<file path="config.mk">
export PLATFORM = sky130hd
export DESIGN_NAME = cbcu_bus_control
export DESIGN_NICKNAME = d
export VERILOG_FILES = /design/src/design/cbcu_pkg.sv /design/src/design/cbcu_bus_control.sv
export SDC_FILE = /design/constraint.sdc
export NUM_CORES = 1
export LEC_CHECK = 0
export BUFFER_PORTS_ARGS = -buffer_cell sky130_fd_sc_hd__buf_2
export CAP_MARGIN = 20
export CORE_MARGIN = 2
export CORE_UTILIZATION = 30
export CTS_BUF_LIST = sky130_fd_sc_hd__clkbuf_8
export CTS_CLUSTER_DIAMETER = 120
export CTS_CLUSTER_SIZE = 20
export DETAILED_ROUTE_END_ITERATION = 12
export SETUP_SLACK_MARGIN = 0.2
export SLEW_MARGIN = 30
export SYNTH_ARGS = -nofsm -noshare
export SYNTH_HDL_FRONTEND = slang
export SYNTH_SLANG_ARGS = --single-unit
export TNS_END_PERCENT = 20
</file>
<file path="constraint.sdc">
create_clock -name clock -period 3.2 [get_ports clock]
set_input_delay 0.64 -clock clock [delete_from_list [all_inputs] [get_ports clock]]
set_output_delay 0.64 -clock clock [all_outputs]
set_load 0.01 [all_outputs]
</file>
<file path="src/design/cbcu_pkg.sv">
package cbcu_pkg;

  // Register byte offsets on the APB slave.
  localparam logic [7:0] OFF_CMD = 8'h00;
  localparam logic [7:0] OFF_ADDR = 8'h04;
  localparam logic [7:0] OFF_WDATA = 8'h08;
  localparam logic [7:0] OFF_CTRL = 8'h0C;
  localparam logic [7:0] OFF_STATUS = 8'h10;
  localparam logic [7:0] OFF_PC = 8'h14;
  localparam logic [7:0] OFF_VECT = 8'h18;

  // Fixed addresses and values after reset.
  localparam logic [15:0] NMI_ADDR = 16'h0066;
  localparam logic [15:0] RESET_PC = 16'h0000;
  localparam logic [1:0] RESET_MODE = 2'h0;
  localparam logic [3:0] SYNC_IDLE = 4'hF;

  // Two idle states after reset release, counted 0 to START_LAST.
  localparam logic [1:0] START_LAST = 2'h1;

  typedef enum logic [2:0] {
    ST_IDLE = 3'h0,
    ST_START = 3'h1,
    ST_T1 = 3'h2,
    ST_T2 = 3'h3,
    ST_TW = 3'h4,
    ST_T3 = 3'h5,
    ST_T4 = 3'h6,
    ST_HOLD = 3'h7
  } cbcu_state_e;

  typedef enum logic [2:0] {
    KD_FETCH = 3'h0,
    KD_MRD = 3'h1,
    KD_MWR = 3'h2,
    KD_IORD = 3'h3,
    KD_IOWR = 3'h4,
    KD_HALT = 3'h5,
    KD_INTA = 3'h6,
    KD_NMIA = 3'h7
  } cbcu_kind_e;

  typedef struct packed {
    logic [7:0] data;
    logic waitN;
    logic busHoldRequestN;
    logic nonmaskableIrqN;
    logic maskableIrqLineN;
  } cbcu_pin_in_s;

  typedef struct packed {
    logic [15:0] addr;
    logic addrOeN;
    logic [7:0] data;
    logic dataOeN;
    logic memoryRequestN;
    logic ioRequestN;
    logic readStrobeN;
    logic storeStrobeN;
    logic ctlOeN;
    logic firstCycleMarkerN;
    logic refreshStrobeN;
    logic haltN;
    logic busGrantOutN;
  } cbcu_pin_out_s;

  typedef struct packed {
    cbcu_state_e st;
    cbcu_kind_e kind;
    logic [1:0] cnt;
    logic autoW;
    logic last;
    logic evalP;
    logic halted;
    logic irqEnableFlop;
    logic [1:0] mode;
    logic nmiP;
    logic nmiPrev;
    logic [3:0] s1;
    logic [3:0] s2;
    logic [15:0] pc;
    logic [15:0] addrReg;
    logic [7:0] wdata;
    logic [7:0] rdata;
    logic [7:0] iReg;
    logic [6:0] rReg;
    logic [7:0] vec;
    logic cmdP;
    cbcu_kind_e cmdKind;
    logic cmdLast;
    logic [15:0] addrOut;
    logic [7:0] dataOut;
    logic [31:0] prdata;
    logic pslverr;
  } cbcu_state_s;

endpackage

</file>
<file path="src/design/cbcu_bus_control.sv">
`timescale 1ns/1ps

// Notes on behaviour
// - Bus grant goes low only while address, data and strobes float.
// - Bus hold request is honoured at the end of every machine cycle.
// - During a granted hold, buses and memory/io strobes stay floating.
// - One eight bit three-state data bus carries all memory and io data.
// - Halt holds halt low, repeats refresh no-op cycles until an interrupt.
// - Maskable request is taken at instruction end only with enable flop set.
// - I/O request is active while the low address half holds the port.
// - Interrupt acknowledge shows io request with first cycle marker.
// - Fetch shows marker with memory request; memory request marks valid address.
// - Non-maskable falling edge is taken at instruction end, jumps to 0066H.
// - Reset clears enable flop, program counter, vector and refresh registers.
// - While reset is active buses float and controls are inactive.
// - Two idle states follow reset release; first fetch is from 0000H.
// - Refresh strobe with memory request marks a seven bit refresh address.
// - Wait states repeat for as long as the wait input is active.
// - Memory write: request on stable address, store strobe on stable data.
// - Every io cycle gets one automatic wait state besides external ones.
// - Non-maskable acknowledge reads like memory, drops data, restarts.
// - Both interrupt inputs are sampled together; non-maskable wins.
// - A stopped clock freezes all registers; outputs still follow reset and the APB select and enable.
// - Interrupt inputs are sampled at the last clock state of an instruction.
module cbcu_bus_control (
  input wire logic clock,
  input wire logic reset,
  input wire logic psel,
  input wire logic penable,
  input wire logic pwrite,
  input wire logic [7:0] paddr,
  input wire logic [31:0] pwdata,
  output logic [31:0] prdata,
  output logic pready,
  output logic pslverr,
  input cbcu_pkg::cbcu_pin_in_s pinsIn,
  output cbcu_pkg::cbcu_pin_out_s pinsOut
);

  cbcu_pkg::cbcu_state_s r;
  cbcu_pkg::cbcu_state_s next_r;

  logic waitOn;
  logic holdOn;
  logic intOn;
  logic nmiEdge;
  logic nmiTake;
  logic nmiPend;
  logic busy;
  logic go;
  cbcu_pkg::cbcu_kind_e goKind;
  logic [15:0] goAddr;
  logic goLast;
  logic inT;
  logic midT3;
  logic fetchLike;
  logic memCyc;
  logic ioCyc;
  logic wrCyc;
  logic refr;
  logic run;
  logic setup;
  logic access;

  ////////////////////////////////////////////////////////////////////////////
  // Synchronised pins and decoded cycle attributes.

  assign waitOn = ~r.s2[3];
  assign holdOn = ~r.s2[2];
  assign intOn = ~r.s2[0];
  assign nmiEdge = r.nmiPrev & ~r.s2[1];
  // An edge seen this cycle counts at once, so it meets the maskable level.
  assign nmiPend = r.nmiP | nmiEdge;
  assign busy = r.cmdP | r.halted | (r.st != cbcu_pkg::ST_IDLE);
  assign setup = psel & ~penable;
  assign access = psel & penable;
  assign run = ~reset;
  assign inT = (r.st == cbcu_pkg::ST_T1) | (r.st == cbcu_pkg::ST_T2) |
               (r.st == cbcu_pkg::ST_TW) | (r.st == cbcu_pkg::ST_T3) |
               (r.st == cbcu_pkg::ST_T4);
  assign midT3 = (r.st == cbcu_pkg::ST_T2) | (r.st == cbcu_pkg::ST_TW) |
                 (r.st == cbcu_pkg::ST_T3);
  assign fetchLike = (r.kind == cbcu_pkg::KD_FETCH) |
                     (r.kind == cbcu_pkg::KD_NMIA);
  assign memCyc = fetchLike | (r.kind == cbcu_pkg::KD_MRD) |
                  (r.kind == cbcu_pkg::KD_MWR);
  assign ioCyc = (r.kind == cbcu_pkg::KD_IORD) |
                 (r.kind == cbcu_pkg::KD_IOWR);
  assign wrCyc = (r.kind == cbcu_pkg::KD_MWR) |
                 (r.kind == cbcu_pkg::KD_IOWR);
  assign refr = fetchLike &
                ((r.st == cbcu_pkg::ST_T3) | (r.st == cbcu_pkg::ST_T4));

  ////////////////////////////////////////////////////////////////////////////
  // Next state.

  always_comb begin
    next_r = r;
    nmiTake = 1'b0;
    go = 1'b0;
    goKind = cbcu_pkg::KD_FETCH;
    goAddr = r.pc;
    goLast = 1'b1;
    next_r.s1 = {pinsIn.waitN, pinsIn.busHoldRequestN,
                 pinsIn.nonmaskableIrqN, pinsIn.maskableIrqLineN};
    next_r.s2 = r.s1;
    next_r.nmiPrev = r.s2[1];

    // APB read data and error are formed in the setup phase.
    if (setup) begin
      next_r.pslverr = 1'b0;
      next_r.prdata = 32'h0000_0000;
      case (paddr)
        cbcu_pkg::OFF_CMD: begin
          next_r.prdata[3:0] = {r.cmdLast, r.cmdKind};
          next_r.pslverr = pwrite & busy;
        end
        cbcu_pkg::OFF_ADDR: next_r.prdata[15:0] = r.addrReg;
        cbcu_pkg::OFF_WDATA: next_r.prdata[7:0] = r.wdata;
        cbcu_pkg::OFF_CTRL: next_r.prdata[2:0] = {r.mode, r.irqEnableFlop};
        cbcu_pkg::OFF_STATUS: begin
          next_r.prdata[15:8] = r.rdata;
          next_r.prdata[4:0] = {r.st == cbcu_pkg::ST_START, r.nmiP,
                                r.st == cbcu_pkg::ST_HOLD, r.halted, busy};
        end
        cbcu_pkg::OFF_PC: next_r.prdata[15:0] = r.pc;
        cbcu_pkg::OFF_VECT: next_r.prdata[23:0] = {r.vec, 1'b0, r.rReg,
                                                    r.iReg};
        default: next_r.pslverr = 1'b1;
      endcase
    end

    // Writes take effect in the access phase unless refused in setup.
    if (access & pwrite & ~r.pslverr) begin
      case (paddr)
        cbcu_pkg::OFF_CMD: begin
          next_r.cmdP = 1'b1;
          next_r.cmdKind = cbcu_pkg::cbcu_kind_e'(pwdata[2:0]);
          next_r.cmdLast = pwdata[3];
        end
        cbcu_pkg::OFF_ADDR: next_r.addrReg = pwdata[15:0];
        cbcu_pkg::OFF_WDATA: next_r.wdata = pwdata[7:0];
        cbcu_pkg::OFF_CTRL: begin
          next_r.irqEnableFlop = pwdata[0];
          next_r.mode = pwdata[2:1];
        end
        cbcu_pkg::OFF_PC: next_r.pc = pwdata[15:0];
        cbcu_pkg::OFF_VECT: next_r.iReg = pwdata[7:0];
        default: ;
      endcase
    end

    unique case (r.st)
      cbcu_pkg::ST_START: begin
        if (r.cnt == cbcu_pkg::START_LAST) begin
          next_r.st = cbcu_pkg::ST_IDLE;
        end else begin
          next_r.cnt = r.cnt + 2'h1;
        end
      end
      cbcu_pkg::ST_IDLE: begin
        // Requests are weighed in fixed priority at the boundary.
        if (holdOn) begin
          next_r.st = cbcu_pkg::ST_HOLD;
        end else if (r.evalP & nmiPend) begin
          nmiTake = 1'b1;
          go = 1'b1;
          goKind = cbcu_pkg::KD_NMIA;
          next_r.irqEnableFlop = 1'b0;
          next_r.halted = 1'b0;
          next_r.evalP = 1'b0;
        end else if (r.evalP & intOn & r.irqEnableFlop) begin
          go = 1'b1;
          goKind = cbcu_pkg::KD_INTA;
          next_r.irqEnableFlop = 1'b0;
          next_r.halted = 1'b0;
          next_r.evalP = 1'b0;
        end else if (r.halted) begin
          go = 1'b1;
          next_r.evalP = 1'b0;
        end else if (r.cmdP) begin
          next_r.cmdP = 1'b0;
          next_r.evalP = 1'b0;
          if (r.cmdKind == cbcu_pkg::KD_HALT) begin
            next_r.halted = 1'b1;
            next_r.evalP = 1'b1;
          end else begin
            go = 1'b1;
            goKind = r.cmdKind;
            goLast = r.cmdLast;
            if (r.cmdKind == cbcu_pkg::KD_FETCH) begin
              next_r.pc = r.pc + 16'h0001;
            end else begin
              goAddr = r.addrReg;
            end
          end
        end else begin
          next_r.evalP = 1'b0;
        end
      end
      cbcu_pkg::ST_T1: next_r.st = cbcu_pkg::ST_T2;
      cbcu_pkg::ST_T2, cbcu_pkg::ST_TW: begin
        if ((r.st == cbcu_pkg::ST_T2) & r.autoW) begin
          next_r.st = cbcu_pkg::ST_TW;
          next_r.autoW = 1'b0;
        end else if (waitOn) begin
          next_r.st = cbcu_pkg::ST_TW;
        end else begin
          next_r.st = cbcu_pkg::ST_T3;
          if (fetchLike) begin
            next_r.addrOut = {r.iReg, 1'b0, r.rReg};
          end
          if ((r.kind == cbcu_pkg::KD_FETCH) | (r.kind == cbcu_pkg::KD_MRD) |
              (r.kind == cbcu_pkg::KD_IORD)) begin
            next_r.rdata = pinsIn.data;
          end
          if (r.kind == cbcu_pkg::KD_INTA) begin
            next_r.vec = pinsIn.data;
          end
        end
      end
      cbcu_pkg::ST_T3, cbcu_pkg::ST_T4: begin
        if ((r.st == cbcu_pkg::ST_T3) & fetchLike) begin
          next_r.st = cbcu_pkg::ST_T4;
        end else begin
          // End of machine cycle: hold request is checked here.
          next_r.st = holdOn ? cbcu_pkg::ST_HOLD : cbcu_pkg::ST_IDLE;
          next_r.evalP = r.last;
          if (fetchLike) begin
            next_r.rReg = r.rReg + 7'h01;
          end
          if (r.kind == cbcu_pkg::KD_NMIA) begin
            next_r.pc = cbcu_pkg::NMI_ADDR;
          end
        end
      end
      cbcu_pkg::ST_HOLD: begin
        if (~holdOn) begin
          next_r.st = cbcu_pkg::ST_IDLE;
        end
      end
    endcase

    if (go) begin
      next_r.st = cbcu_pkg::ST_T1;
      next_r.kind = goKind;
      next_r.last = goLast;
      next_r.addrOut = goAddr;
      next_r.dataOut = r.wdata;
      next_r.autoW = (goKind == cbcu_pkg::KD_IORD) |
                     (goKind == cbcu_pkg::KD_IOWR) |
                     (goKind == cbcu_pkg::KD_INTA);
    end

    // A take consumes one request; a fresh edge on top of an older one
    // in the take cycle stays pending; edges before a take merge into one.
    next_r.nmiP = nmiTake ? (r.nmiP & nmiEdge) : nmiPend;
  end

  // A stopped clock leaves every flop as is; outputs still follow reset, and pready and pslverr follow psel and penable.
  always_ff @(posedge clock) begin
    if (reset) begin
      r <= '0;
      r.st <= cbcu_pkg::ST_START;
      r.kind <= cbcu_pkg::KD_FETCH;
      r.cmdKind <= cbcu_pkg::KD_FETCH;
      r.pc <= cbcu_pkg::RESET_PC;
      r.mode <= cbcu_pkg::RESET_MODE;
      r.s1 <= cbcu_pkg::SYNC_IDLE;
      r.s2 <= cbcu_pkg::SYNC_IDLE;
      r.nmiPrev <= 1'b1;
    end else begin
      r <= next_r;
    end
  end

  ////////////////////////////////////////////////////////////////////////////
  // Pin and bus outputs.

  assign prdata = r.prdata;
  assign pready = access;
  assign pslverr = access & r.pslverr;

  always_comb begin
    pinsOut.addr = r.addrOut;
    pinsOut.data = r.dataOut;
    pinsOut.addrOeN = ~(run & inT);
    pinsOut.dataOeN = ~(run & inT & wrCyc);
    pinsOut.ctlOeN = run & (r.st == cbcu_pkg::ST_HOLD);
    pinsOut.memoryRequestN = ~(run & inT & memCyc);
    pinsOut.ioRequestN = ~(run & midT3 &
                           (ioCyc | (r.kind == cbcu_pkg::KD_INTA)));
    pinsOut.readStrobeN = ~(run & ~refr & ~wrCyc &
                            (r.kind != cbcu_pkg::KD_INTA) &
                            (memCyc ? inT : midT3));
    pinsOut.storeStrobeN = ~(run & wrCyc & midT3);
    pinsOut.firstCycleMarkerN = ~(run &
      ((fetchLike & inT & ~refr) |
       ((r.kind == cbcu_pkg::KD_INTA) & inT)));
    pinsOut.refreshStrobeN = ~(run & refr);
    pinsOut.haltN = ~(run & r.halted);
    pinsOut.busGrantOutN = ~(run & (r.st == cbcu_pkg::ST_HOLD));
  end
endmodule

</file>
* Word-level counts from Yosys, hierarchy flattened *
Cells that the tools add are included.

operators by class
  add/sub/neg operators = 3
  multipliers = 0
  div/mod/pow operators = 0
  $lt $le $gt $ge = 0
  equality and inequality tests = 34
  shifts and indexed selects = 0
  multiplexer cells = 94
  bitwise logic cells = 73
  reductions and logical operators = 29

operator list
  operator                                                                number
  16-bit 2-to-1 mux                                                       23
  3-bit 2-to-1 mux                                                        16
  40-bit 2-to-1 mux                                                       1
  1-bit 2-to-1 mux                                                        36
  1-bit bitwise AND                                                       32
  16-bit case mux with 2 select lines                                     1
  8-bit case mux with 4 select lines                                      1
  3-bit equality test (second input constant)                             10
  8-bit by 5-bit equality test with 1-bit output (second input constant)  3
  24-bit 2-to-1 mux                                                       1
  1-bit OR                                                                21
  3-bit case mux with 7 select lines                                      1
  1-bit NOT                                                               20
  3-bit case mux with 6 select lines                                      1
  16-bit by 1-bit adder with 16-bit output (second input constant)        1
  8-bit by 4-bit equality test with 1-bit output (second input constant)  2
  8-bit 2-to-1 mux                                                        2
  2-bit AND reduction                                                     8
  3-bit by 2-bit equality test with 1-bit output (second input constant)  5
  5-bit 2-to-1 mux                                                        3
  3-bit case mux with 4 select lines                                      1
  3-bit AND reduction                                                     4
  4-bit AND reduction                                                     3
  2-bit != test (second input constant)                                   5
  other kinds (18)                                                        32

storage, ports and cells
  register bits = 150
  latch bits = 0
  bits in writable memories = 0
  memory bits (read-only) = 0
  input port bits = 57
  output and inout bits = 69
  logic and storage cells = 261
  memories = 0

* Logic depth before layout (Yosys ltp) *
Gate-level depths: netlist of run 1.

  depth in word-level cells = 12
  mapped depth = 8
  mapped depth without buffers = 6

* Worst setup path after synthesis of run 1 *
No wires, ideal clock.

  kind = input-to-reg
  start point = input paddr[1]
  end point = register r[106] in the netlist's numbering
  setup time = 0.128 ns
  data arrival time = 2.323 ns
  data required time = 3.072 ns
  setup slack = 0.749 ns
  stages on the path = 7
  buffers on the path = 2
  cell sequence = clkbuf_1 > nor4b_4 > nand2_1 > nor3_4 > buf_2 > mux2i_1 > nor2_1

on the way
  word-level cells in the longest chain between the ends = 2

ends and longest elaborated chain
  element                                         RTL line                 RTL
  from (decl)                                     cbcu_bus_control.sv:31   input wire logic [7:0] paddr,
  8-bit by 3-bit equality test with 1-bit output  cbcu_bus_control.sv:135  case (paddr)
  2-bit AND reduction (no source line)            n/a
  to (signal assigned)                            cbcu_bus_control.sv:273  r <= next_r;
  to (decl)                                       cbcu_bus_control.sv:40   cbcu_pkg::cbcu_state_s r;

No other way between the ends.
A chain may end at the register's enable or synchronous reset.

==> results of run 1 <==
==> through the flow <==
stage	hold slack [ps]	setup WS (ps)	instances	util
5_1_grt	356.1	207.4	1288	0.3387
3_3_place_gp	393.5	730.9	1257	0.3233
6_report	372.9	363.3	1288	0.3387
2_1_floorplan	389.5	749.1	922	-
4_1_cts	352.6	257.7	1287	0.3385
3_5_place_dp	393.7	717.0	1257	0.3236
==> cells in the final DEF (no fill, tap or decap), types with 6 or more instances in the layout <==
cell type / Yosys / final
a211oi_1: 6 / 6
a21oi_1: 78 / 78
a22oi_1: 17 / 17
a31oi_1: 15 / 14
and3_1: 9 / 9
buf_2: 9 / 100
buf_4: 59 / 23
clkbuf_8: 0 / 18
conb_1: 1 / 8
dfxtp_1: 150 / 148
inv_1: 13 / 13
mux2i_1: 92 / 92
nand2_1: 92 / 92
nand2b_1: 6 / 6
nand3_1: 45 / 45
nand4_1: 8 / 8
nor2_1: 88 / 88
nor3_1: 11 / 11
o21ai_0: 25 / 25
o22ai_1: 24 / 24
or2_2: 10 / 10
or3_1: 6 / 6
xnor2_1: 7 / 7
==> layer usage <==
metal,GRT usage,vias to the layer above,wire length [um]
li1,-,3258,-
met1,0.2439,3188,10830
met2,0.2606,231,10190
met3,0.04848,40,1811
met4,0.06818,0,626
met5,0,-,0
==> cells in the mapped netlist (6+ instances only) <==
cell type  instances  area, um2
a31oi_1           15      93.84
xnor2_1            7      61.31
a22oi_1           17      127.6
o22ai_1           24      150.1
or2_2             10      62.56
nor3_1            11      55.05
o21ai_0           25      125.1
a21oi_1           78      390.4
buf_4             59      442.9
or3_1              6      37.54
and3_1             9      56.30
inv_1             13      48.80
nand3_1           45      225.2
mux2i_1           92      920.9
dfxtp_1          150       3003
clkbuf_1          46      172.7
buf_2              9      45.04
nand2b_1           6      37.54
nand2_1           92      345.3
a211oi_1           6      45.04
nor2_1            88      330.3
nand4_1            8      50.05
==> kinds of logic (layout without fill, tap and decap cells) <==
group                      after synthesis  count (layout)
DFF                                    150             150
and+or+nand+nor                        318             318
buffers and inverters                  131             166
xor gates and xnor gates                12              12
other                                    1               9
adders and majority gates                4               4
muxes                                   97              97
AOI/OAI and AO/OA                      202             202
==> power by group <==
part / leakage, uW / switching, uW / internal, uW
Clock: 0.000187 / 731 / 703
Sequential: 0.00121 / 85.2 / 1930
Combinational: 0.00184 / 387 / 260
==> registers in the layout, summed over array words and instances, names as in the netlist <==
signal and count:
prdata 24, pinsOut 24, r 97, next_r 5
==> final cells by class <==
class | instances | area share
inverters | 13 | 0.005721
diodes | 1 | 0.0002934
clock inverters | 12 | 0.01511
flip-flops and latches | 150 | 0.3524
well taps | 330 | 0.04841
clock buffers | 18 | 0.02905
repair buffers | 123 | 0.07892
multi-input cells | 641 | 0.4701
==> critical path, delay by kind of cell, from the launching register on <==
kind                     cells  cell delay (ps)
AND/OR/NAND/NOR              2              370
flip-flops                   1              600
AO/OA/AOI/OAI                2              280
buffers and inverters        1              130
adder cells (fa/ha/maj)      1              360
==> how the worst min path moves through the flow <==
stage / startpoint / endpoint / slack [ps]
floorplan: next_r[134]$_SDFF_PP1_ / next_r[141]$_SDFF_PP1_ / 390
global placement: next_r[136]$_SDFF_PP1_ / r[136]$_SDFF_PP1_ / 390
detailed placement: next_r[136]$_SDFF_PP1_ / r[136]$_SDFF_PP1_ / 390
CTS: pinsIn[2] / next_r[135]$_SDFF_PP1_ / 350
global route: pinsIn[3] / next_r[136]$_SDFF_PP1_ / 360
finish: pinsIn[3] / next_r[136]$_SDFF_PP1_ / 370
==> impl_metrics.env, run 1 <==
export IMPL_status="finished, final reports clean"
export IMPL_cp_startpoint="r[157]$_SDFFE_PP0P_"
export IMPL_clock_latency_ps=460
export IMPL_dr_pass1_iters=5
export IMPL_ctsHoldBuffers=0
export IMPL_initial_core_util=0.3063
export IMPL_power_uw=4091
export IMPL_multiInputGateArea_um2=4010
export IMPL_ff2ff_path_depth=5
export IMPL_hold_viol_final=0
export IMPL_cts_root_buf="clkbuf_8"
export IMPL_tightestPinTransition_ps=767.5
export IMPL_startpoint_type="register"
export IMPL_p_leak_uw=0.003243
export IMPL_drc_errors=0
export IMPL_grt_start_max_net_pins=71
export IMPL_dp_hpwl_um=17150
export IMPL_synth_edff_count=0
export IMPL_synth_ff_type="dfxtp_1"
export IMPL_ant_nets=0
export IMPL_powerDensity_nw_per_um2=479.7
export IMPL_fin_skew_ps=10.49
export IMPL_synth_xor_area_frac=0.01363
export IMPL_tns_ps=0
export IMPL_grt_overflow=0
export IMPL_synth_top_family_by_area="simple AND/OR/NAND/NOR gates"
export IMPL_fin_crit_sh=0.8865
export IMPL_core_area_um2=25180
export IMPL_cp_data_required_time_ps=2560
export IMPL_place_gp_congestion=0.8774
export IMPL_grt_first_pass_wirelength_um=36110
export IMPL_worstSetupPathType="register to primary output"
export IMPL_htreeDepth=4
export IMPL_synth_simple_area_share=0.2078
export IMPL_synth_seq_cells=150
export IMPL_antenna_found_initial=2
export IMPL_hp_class="input port to register"
export IMPL_max_vdd_ir_drop_v=0.0002336
export IMPL_drv_slew=0
export IMPL_route_vias_total=6717
export IMPL_postCtsSetupBuffers=0
export IMPL_yosysUniqueCellTypes=68
export IMPL_synthAdderAreaFrac=0.006165
export IMPL_reg2reg_from="r[135]$_SDFF_PP1_"
export IMPL_critPathArrivalTime_ps=2200
export IMPL_totalWireLength_um=23460
export IMPL_layout_drive_gt1_share=0.1944
export IMPL_vias_per_cell=5.215
export IMPL_synth_mux_area_frac=0.1267
export IMPL_r2r_end="r[132]$_SDFF_PP0_"
export IMPL_drt_iter0_markers=593
export IMPL_finalSetupViolCount=0
export IMPL_yosysWarningCount=0
export IMPL_slowest_delay_ps=600
export IMPL_io_pins=126
export IMPL_cts_buffers=17
export IMPL_first_global_vias=6180
export IMPL_whs_path_depth=2
export IMPL_fmax_ghz=0.3525
export IMPL_async_flop_share=0
export IMPL_path_max_fanout=14
export IMPL_synth_area_per_cell_um2=8.429
export IMPL_fill_cells=2649
export IMPL_cap_viol_max_count=0
export IMPL_layout_nets=1006
export IMPL_rrSetupSlack_ps=700
export IMPL_ctsLongestPathBuffers=2
export IMPL_fin_area_um2=8529
export IMPL_wl_per_cell_um=18.21
export IMPL_std_cell_rows=58
export IMPL_grt_usage=0.1768
export IMPL_placed_cell_area_um2=8148
export IMPL_tritoncts="yes"
export IMPL_regArea_um2=3005
export IMPL_dieHeight_um=164.3
export IMPL_synth_area_um2=7712
export IMPL_rsz0062_at_grt="no"
export IMPL_synth_compound_gate_area_share=0.1609
export IMPL_ctsResizeCount=0
export IMPL_slew_headroom=0.4883
export IMPL_dieWidth_um=164.3
export IMPL_cts_num_sinks=150
export IMPL_die_area_um2=27010
export IMPL_period_needed_ps=2837
export IMPL_path_cells="nand3b_1, a21oi_1, maj3_1, a21oi_1, nand2b_1, buf_2"
export IMPL_syn_to_final_growth_pct=10.59
export IMPL_crit_path_frequent_cell="a21oi_1"
export IMPL_io_buffer_count=101
export IMPL_synth_cells=915
export IMPL_crit_slowest_cell="dfxtp_1"
export IMPL_synth_seq_area_share=0.3894
export IMPL_cts_clk_slew_worst_paths_ps=80
export IMPL_end_kind="primary output"
export IMPL_endpoint="pinsOut[6]"
Note: power is estimated with default switching activity, not from simulation.
==> inputs of run 2 (changes only) <==
- PLACE_DENSITY: unset -> 0.58
==> run 2 against run 1 <==
Compared with the run above: die area is the same; register-to-register slack is essentially flat; final cell count grew 0.16%; worst hold slack lost 9.9 ps; first-iteration DRC count grew 0.34%; count of clock-buffer cells in the layout is the same; flip-flop and latch count is the same; maximum frequency grew 0.51%; non-clock buffer count is the same; global-route usage shrank 0.055 points; highest routed layer is now met5.
==> impl_metrics.env, run 2 (synthesis results as in run 1) <==
export IMPL_status="finished, final reports clean"
export IMPL_wl_per_cell_um=18.34
export IMPL_dp_hpwl_um=17180
export IMPL_postCtsSetupBuffers=0
export IMPL_crit_slowest_cell="dfxtp_1"
export IMPL_fin_crit_sh=0.8820
export IMPL_tritoncts="yes"
export IMPL_tightestPinTransition_ps=777.1
export IMPL_grt_usage=0.1762
export IMPL_cts_clk_slew_worst_paths_ps=80
export IMPL_route_vias_total=6737
export IMPL_hold_viol_final=0
export IMPL_first_global_vias=6172
export IMPL_startpoint_type="register"
export IMPL_slowest_delay_ps=570
export IMPL_place_gp_congestion=0.8794
export IMPL_tns_ps=0
export IMPL_reg2reg_from="r[135]$_SDFF_PP1_"
export IMPL_cts_buffers=17
export IMPL_critPathArrivalTime_ps=2180
export IMPL_die_area_um2=27010
export IMPL_clock_latency_ps=460
export IMPL_whs_path_depth=2
export IMPL_syn_to_final_growth_pct=10.55
export IMPL_busiest_layer="met2"
export IMPL_ctsHoldBuffers=0
export IMPL_totalWireLength_um=23660
export IMPL_finalSetupViolCount=0
export IMPL_layout_nets=1006
export IMPL_crit_path_frequent_cell="a21oi_1"
export IMPL_mostFrequentLayoutCell="dfxtp_1"
export IMPL_layout_common_cells="dfxtp_1 (148), buf_2 (100), nand2_1 (92), mux2i_1 (92), nor2_1 (88)"
export IMPL_largest_register_ffs=97
export IMPL_drc_errors=0
export IMPL_std_cell_rows=58
export IMPL_grt_start_max_net_pins=70
export IMPL_slew_headroom=0.4819
export IMPL_cts_root_buf="clkbuf_8"
export IMPL_worst_hold_slack_ps=363.0
export IMPL_path_max_fanout=14
export IMPL_rsz0062_at_grt="no"
export IMPL_max_vdd_ir_drop_v=0.0002143
export IMPL_rrSetupSlack_ps=690
export IMPL_dieWidth_um=164.3
export IMPL_power_uw=4073
export IMPL_hp_class="input port to register"
export IMPL_end_kind="primary output"
export IMPL_drv_slew=0
export IMPL_worst_slack_ps=377.7
export IMPL_layout_drive_gt1_share=0.1950
export IMPL_core_area_um2=25180
export IMPL_regMostFlops="r"
export IMPL_dpl_worst_slack_ps=727.6
export IMPL_powerDensity_nw_per_um2=477.8
export IMPL_cts_num_sinks=150
export IMPL_drt_iter0_markers=595
export IMPL_hold_path_startpoint="pinsIn[3]"
export IMPL_grt_overflow=0
export IMPL_initial_core_util=0.3063
export IMPL_vias_per_cell=5.222
export IMPL_ctsLongestPathBuffers=2
export IMPL_htreeDepth=4
export IMPL_fin_skew_ps=12.66
export IMPL_dieHeight_um=164.3
export IMPL_path_cells="nand3b_1, a21oi_1, maj3_1, a21oi_1, nand2b_1, buf_2"
export IMPL_cp_data_required_time_ps=2560
export IMPL_worstSetupPathType="register to primary output"
export IMPL_io_buffer_count=101
export IMPL_r2r_end="r[132]$_SDFF_PP0_"
export IMPL_met1_usage=0.2470
export IMPL_ant_nets=0
export IMPL_use_met2=0.2600
export IMPL_hold_end="next_r[136]$_SDFF_PP1_"
export IMPL_period_needed_ps=2822
export IMPL_dr_pass1_iters=5
export IMPL_fmax_ghz=0.3543
export IMPL_p_leak_uw=0.003242
export IMPL_use_met3=0.04394
export IMPL_io_pins=126
export IMPL_grt_first_pass_wirelength_um=36190
export IMPL_ff2ff_path_depth=5
export IMPL_cap_viol_max_count=0
export IMPL_final_core_util=0.3386
export IMPL_antenna_found_initial=2
-- run 2: cell types whose count changed in the layout (fill, tap and decap cells not counted), sizes merged --
cell      delta
clkinvlp     +1
clkinv       -2
bufinv       -1
inv          +4
-- run 2: report_power, final --
part           switching [uW]  internal, uW  total (uW)  leakage [uW]
sequential               85.0          1930        2010       0.00121
combinational             386           258         645       0.00184
clock                     776           642        1420      0.000185
-- run 2: worst max path at each step --
stage                        startpoint                   to  slack (ps)
global route        r[157]$_SDFFE_PP0P_           pinsOut[6]         250
floorplan                      paddr[1]  r[106]$_SDFFE_PP0P_         750
global placement               paddr[3]  r[115]$_SDFFE_PP0P_         780
CTS                 r[155]$_SDFFE_PP1P_           pinsOut[6]         270
detailed placement             paddr[3]  r[101]$_SDFFE_PP0P_         730
finish              r[157]$_SDFFE_PP0P_           pinsOut[6]         380
-- run 2: timing repair --
action	in CTS	in global routing
endpoints found under the hold margin	0	0
resized for setup	0	2
setup endpoints to repair	0	1
-- run 2: area by class of cell --
cell class              count  area (um2)
multi-input cells         641        4010
inverters                  13       48.80
repair buffers            123       673.1
flip-flops and latches    150        3005
fillers                  2690       16660
well taps                 330       412.9
diodes                      1       2.502
clock buffers              18       247.7
clock inverters            14       125.1
-- run 2: through the flow --
| step | area [um2] | cells |
|---|---|---|
| after floorplan | 7739 | 922 |
| after detailed placement | 8148 | 1257 |
| after global placement | 8142 | 1257 |
| after CTS | 8521 | 1289 |
| final | 8526 | 1290 |
| after global routing | 8526 | 1290 |
-- run 2: routing by layer --
metal	routed length, um	vias up	part of all wire
met3	1700	32	0.072
met4	564	2	0.024
li1	-	3277	-
met2	10500	229	0.44
met1	10890	3197	0.46
met5	11	-	0.00046
-- run 2: worst max-delay path, delay by kind of cell, from the launching register on --
family | cells | cell delay [ps]
and+or+nand+nor | 2 | 370
adders and majority gates | 1 | 370
buffers and inverters | 1 | 120
AOI/OAI and AO/OA | 2 | 300
DFF | 1 | 570
==> inputs of run 3 (changes only) <==
- CAP_MARGIN: 20 -> unset
- CORE_UTILIZATION: 30 -> 29
- PLACE_DENSITY: 0.58 -> 0.57
- TNS_END_PERCENT: 20 -> 30
==> run 3 against run 2 <==
Compared with the run above: die area grew 3.4%; clock skew is essentially flat; utilization shrank 0.89 points; non-clock buffer count grew 1; critical path depth shrank 1; critical path type unchanged; count of clock-buffer cells in the layout is the same; sequential power is essentially flat; total power grew 5.2%; highest routed layer is now met4.
==> impl_metrics.env, run 3 (synthesis results as in run 1) <==
export IMPL_layout_common_cells="dfxtp_1 (148), buf_2 (101), nand2_1 (92), mux2i_1 (92), nor2_1 (88)"
export IMPL_fill_cells=2780
export IMPL_postCtsSetupBuffers=0
export IMPL_path_depth=5
export IMPL_max_vdd_ir_drop_v=0.0002700
export IMPL_vias_per_cell=5.178
export IMPL_clock_latency_ps=470
export IMPL_worst_hold_slack_ps=361.3
export IMPL_tns_ps=0
export IMPL_hold_viol_final=0
export IMPL_cts_root_buf="clkbuf_8"
export IMPL_comb_power_share=0.150
export IMPL_rsz0062_at_grt="no"
export IMPL_io_buffer_count=101
export IMPL_p_clk_frac=0.380
export IMPL_die_area_um2=27920
export IMPL_critPathArrivalTime_ps=2270
export IMPL_path_max_fanout=14
export IMPL_p_sw_uw=1238
export IMPL_regMostFlops="r"
export IMPL_std_cell_rows=59
export IMPL_drc_errors=0
export IMPL_syn_to_final_growth_pct=11.40
export IMPL_power_switching_share=0.2889
export IMPL_dr_pass1_iters=5
export IMPL_powerDensity_nw_per_um2=498.5
export IMPL_intPower_uw=3046
export IMPL_fmax_ghz=0.3440
export IMPL_layout_drive_gt1_share=0.1948
export IMPL_period_needed_ps=2907
export IMPL_totalWireLength_um=23190
export IMPL_layout_nets=1007
export IMPL_place_gp_congestion=0.8366
export IMPL_num_antenna_cells=0
export IMPL_finalSetupViolCount=0
export IMPL_worstSetupPathType="register to primary output"
export IMPL_ctsHoldBuffers=0
export IMPL_path_cells="inv_1, nor2_1, a21oi_1, o21ai_0, buf_2"
export IMPL_dp_hpwl_um=16720
export IMPL_initial_core_util=0.2960
export IMPL_end_kind="primary output"
export IMPL_ant_nets=0
export IMPL_highest_layer="met4"
export IMPL_drt_iter0_markers=740
export IMPL_seqPwrFrac=0.470
export IMPL_wl_met1_um=11440
export IMPL_cpLargestDelayFamily="flip-flops"
export IMPL_ctsLongestPathBuffers=2
export IMPL_wl_met3_um=1667
export IMPL_crit_slowest_cell="dfxtp_1"
export IMPL_cts_buffers=17
export IMPL_startpoint_type="register"
export IMPL_grt_first_pass_wirelength_um=35680
export IMPL_fin_skew_ps=13.10
export IMPL_largest_register_ffs=97
export IMPL_dieHeight_um=167.1
export IMPL_core_area_um2=26060
export IMPL_first_global_vias=6000
export IMPL_grt_overflow=0
export IMPL_tritoncts="yes"
export IMPL_dieWidth_um=167.1
export IMPL_whs_path_depth=2
export IMPL_slew_headroom=0.4471
export IMPL_tightestPinTransition_ps=829.4
export IMPL_antenna_found_initial=0
export IMPL_mostFrequentLayoutCell="dfxtp_1"
export IMPL_drv_slew=0
export IMPL_hp_class="input port to register"
export IMPL_wl_per_cell_um=17.91
export IMPL_grt_usage=0.1645
export IMPL_slowest_delay_ps=610
export IMPL_cp_num_buf_inv=2
export IMPL_cp_data_required_time_ps=2560
export IMPL_cts_num_sinks=150
export IMPL_htreeDepth=4
export IMPL_met2_length_um=9823
export IMPL_p_leak_uw=0.003277
export IMPL_cap_viol_max_count=0
export IMPL_fin_crit_sh=0.9085
export IMPL_ff2ff_path_depth=5
export IMPL_grt_start_max_net_pins=75
export IMPL_cts_clk_slew_worst_paths_ps=90
export IMPL_io_pins=126
export IMPL_route_vias_total=6705
export IMPL_status="finished, final reports clean"
## run 3: per-layer routing
layer	global-route usage	vias up
met3	0.03446	21
met5	0	-
met1	0.2459	3174
li1	-	3260
met4	0.04085	0
met2	0.2390	250
## run 3: power by group through the flow
stage          Combinational, uW  Clock (uW)  Sequential [uW]
2_1_floorplan                496           0             2000
3_3_place_gp                 629           0             2050
3_5_place_dp                 636           0             2050
4_1_cts                      639        1660             2010
5_1_grt                      703        1740             2030
6_report                     642        1630             2010
## run 3: worst reg2reg max path, stage by stage, from the launching register on
cell and delay (ps):
dfxtp_1 540, or4b_4 570, nor4_4 320, nand3_2 240
or4_1 570, a31oi_1 160
## run 3: worst paths after layout
kind | slack (ps) | from | end
max | 290 | r[157]$_SDFFE_PP0P_ | pinsOut[3]
max reg2reg | 740 | r[135]$_SDFF_PP1_ | r[132]$_SDFF_PP0_
min | 360 | pinsIn[3] | next_r[136]$_SDFF_PP1_
min reg2reg | 410 | next_r[134]$_SDFF_PP1_ | next_r[141]$_SDFF_PP1_
## run 3: repair_timing
action | CTS | global route
gates resized for setup | 0 | 2
hold endpoints to repair | 0 | 0
endpoints found under the setup margin | 0 | 1
## run 3: area by class of cell
cell class / instances / area [um2] / area share
multi-input cells: 641 / 4010 / 0.4667
flip-flops and latches: 150 / 3005 / 0.3498
repair buffers: 124 / 678.2 / 0.07893
well taps: 335 / 419.2 / 0.04878
clock buffers: 18 / 247.7 / 0.02883
clock inverters: 14 / 182.7 / 0.02126
inverters: 13 / 48.80 / 0.005679
## run 3: metrics by stage
step	util	total power, uW	std cells	area [um2]	setup slack, ps
finish	0.3297	4283	1295	8592	292.9
CTS	0.3296	4311	1295	8589	233.1
detailed placement	0.3131	2688	1263	8159	710.8
global placement	0.3127	2681	1262	8148	743.0
floorplan	-	2494	922	7739	749.1
global route	0.3297	4470	1295	8592	210.6
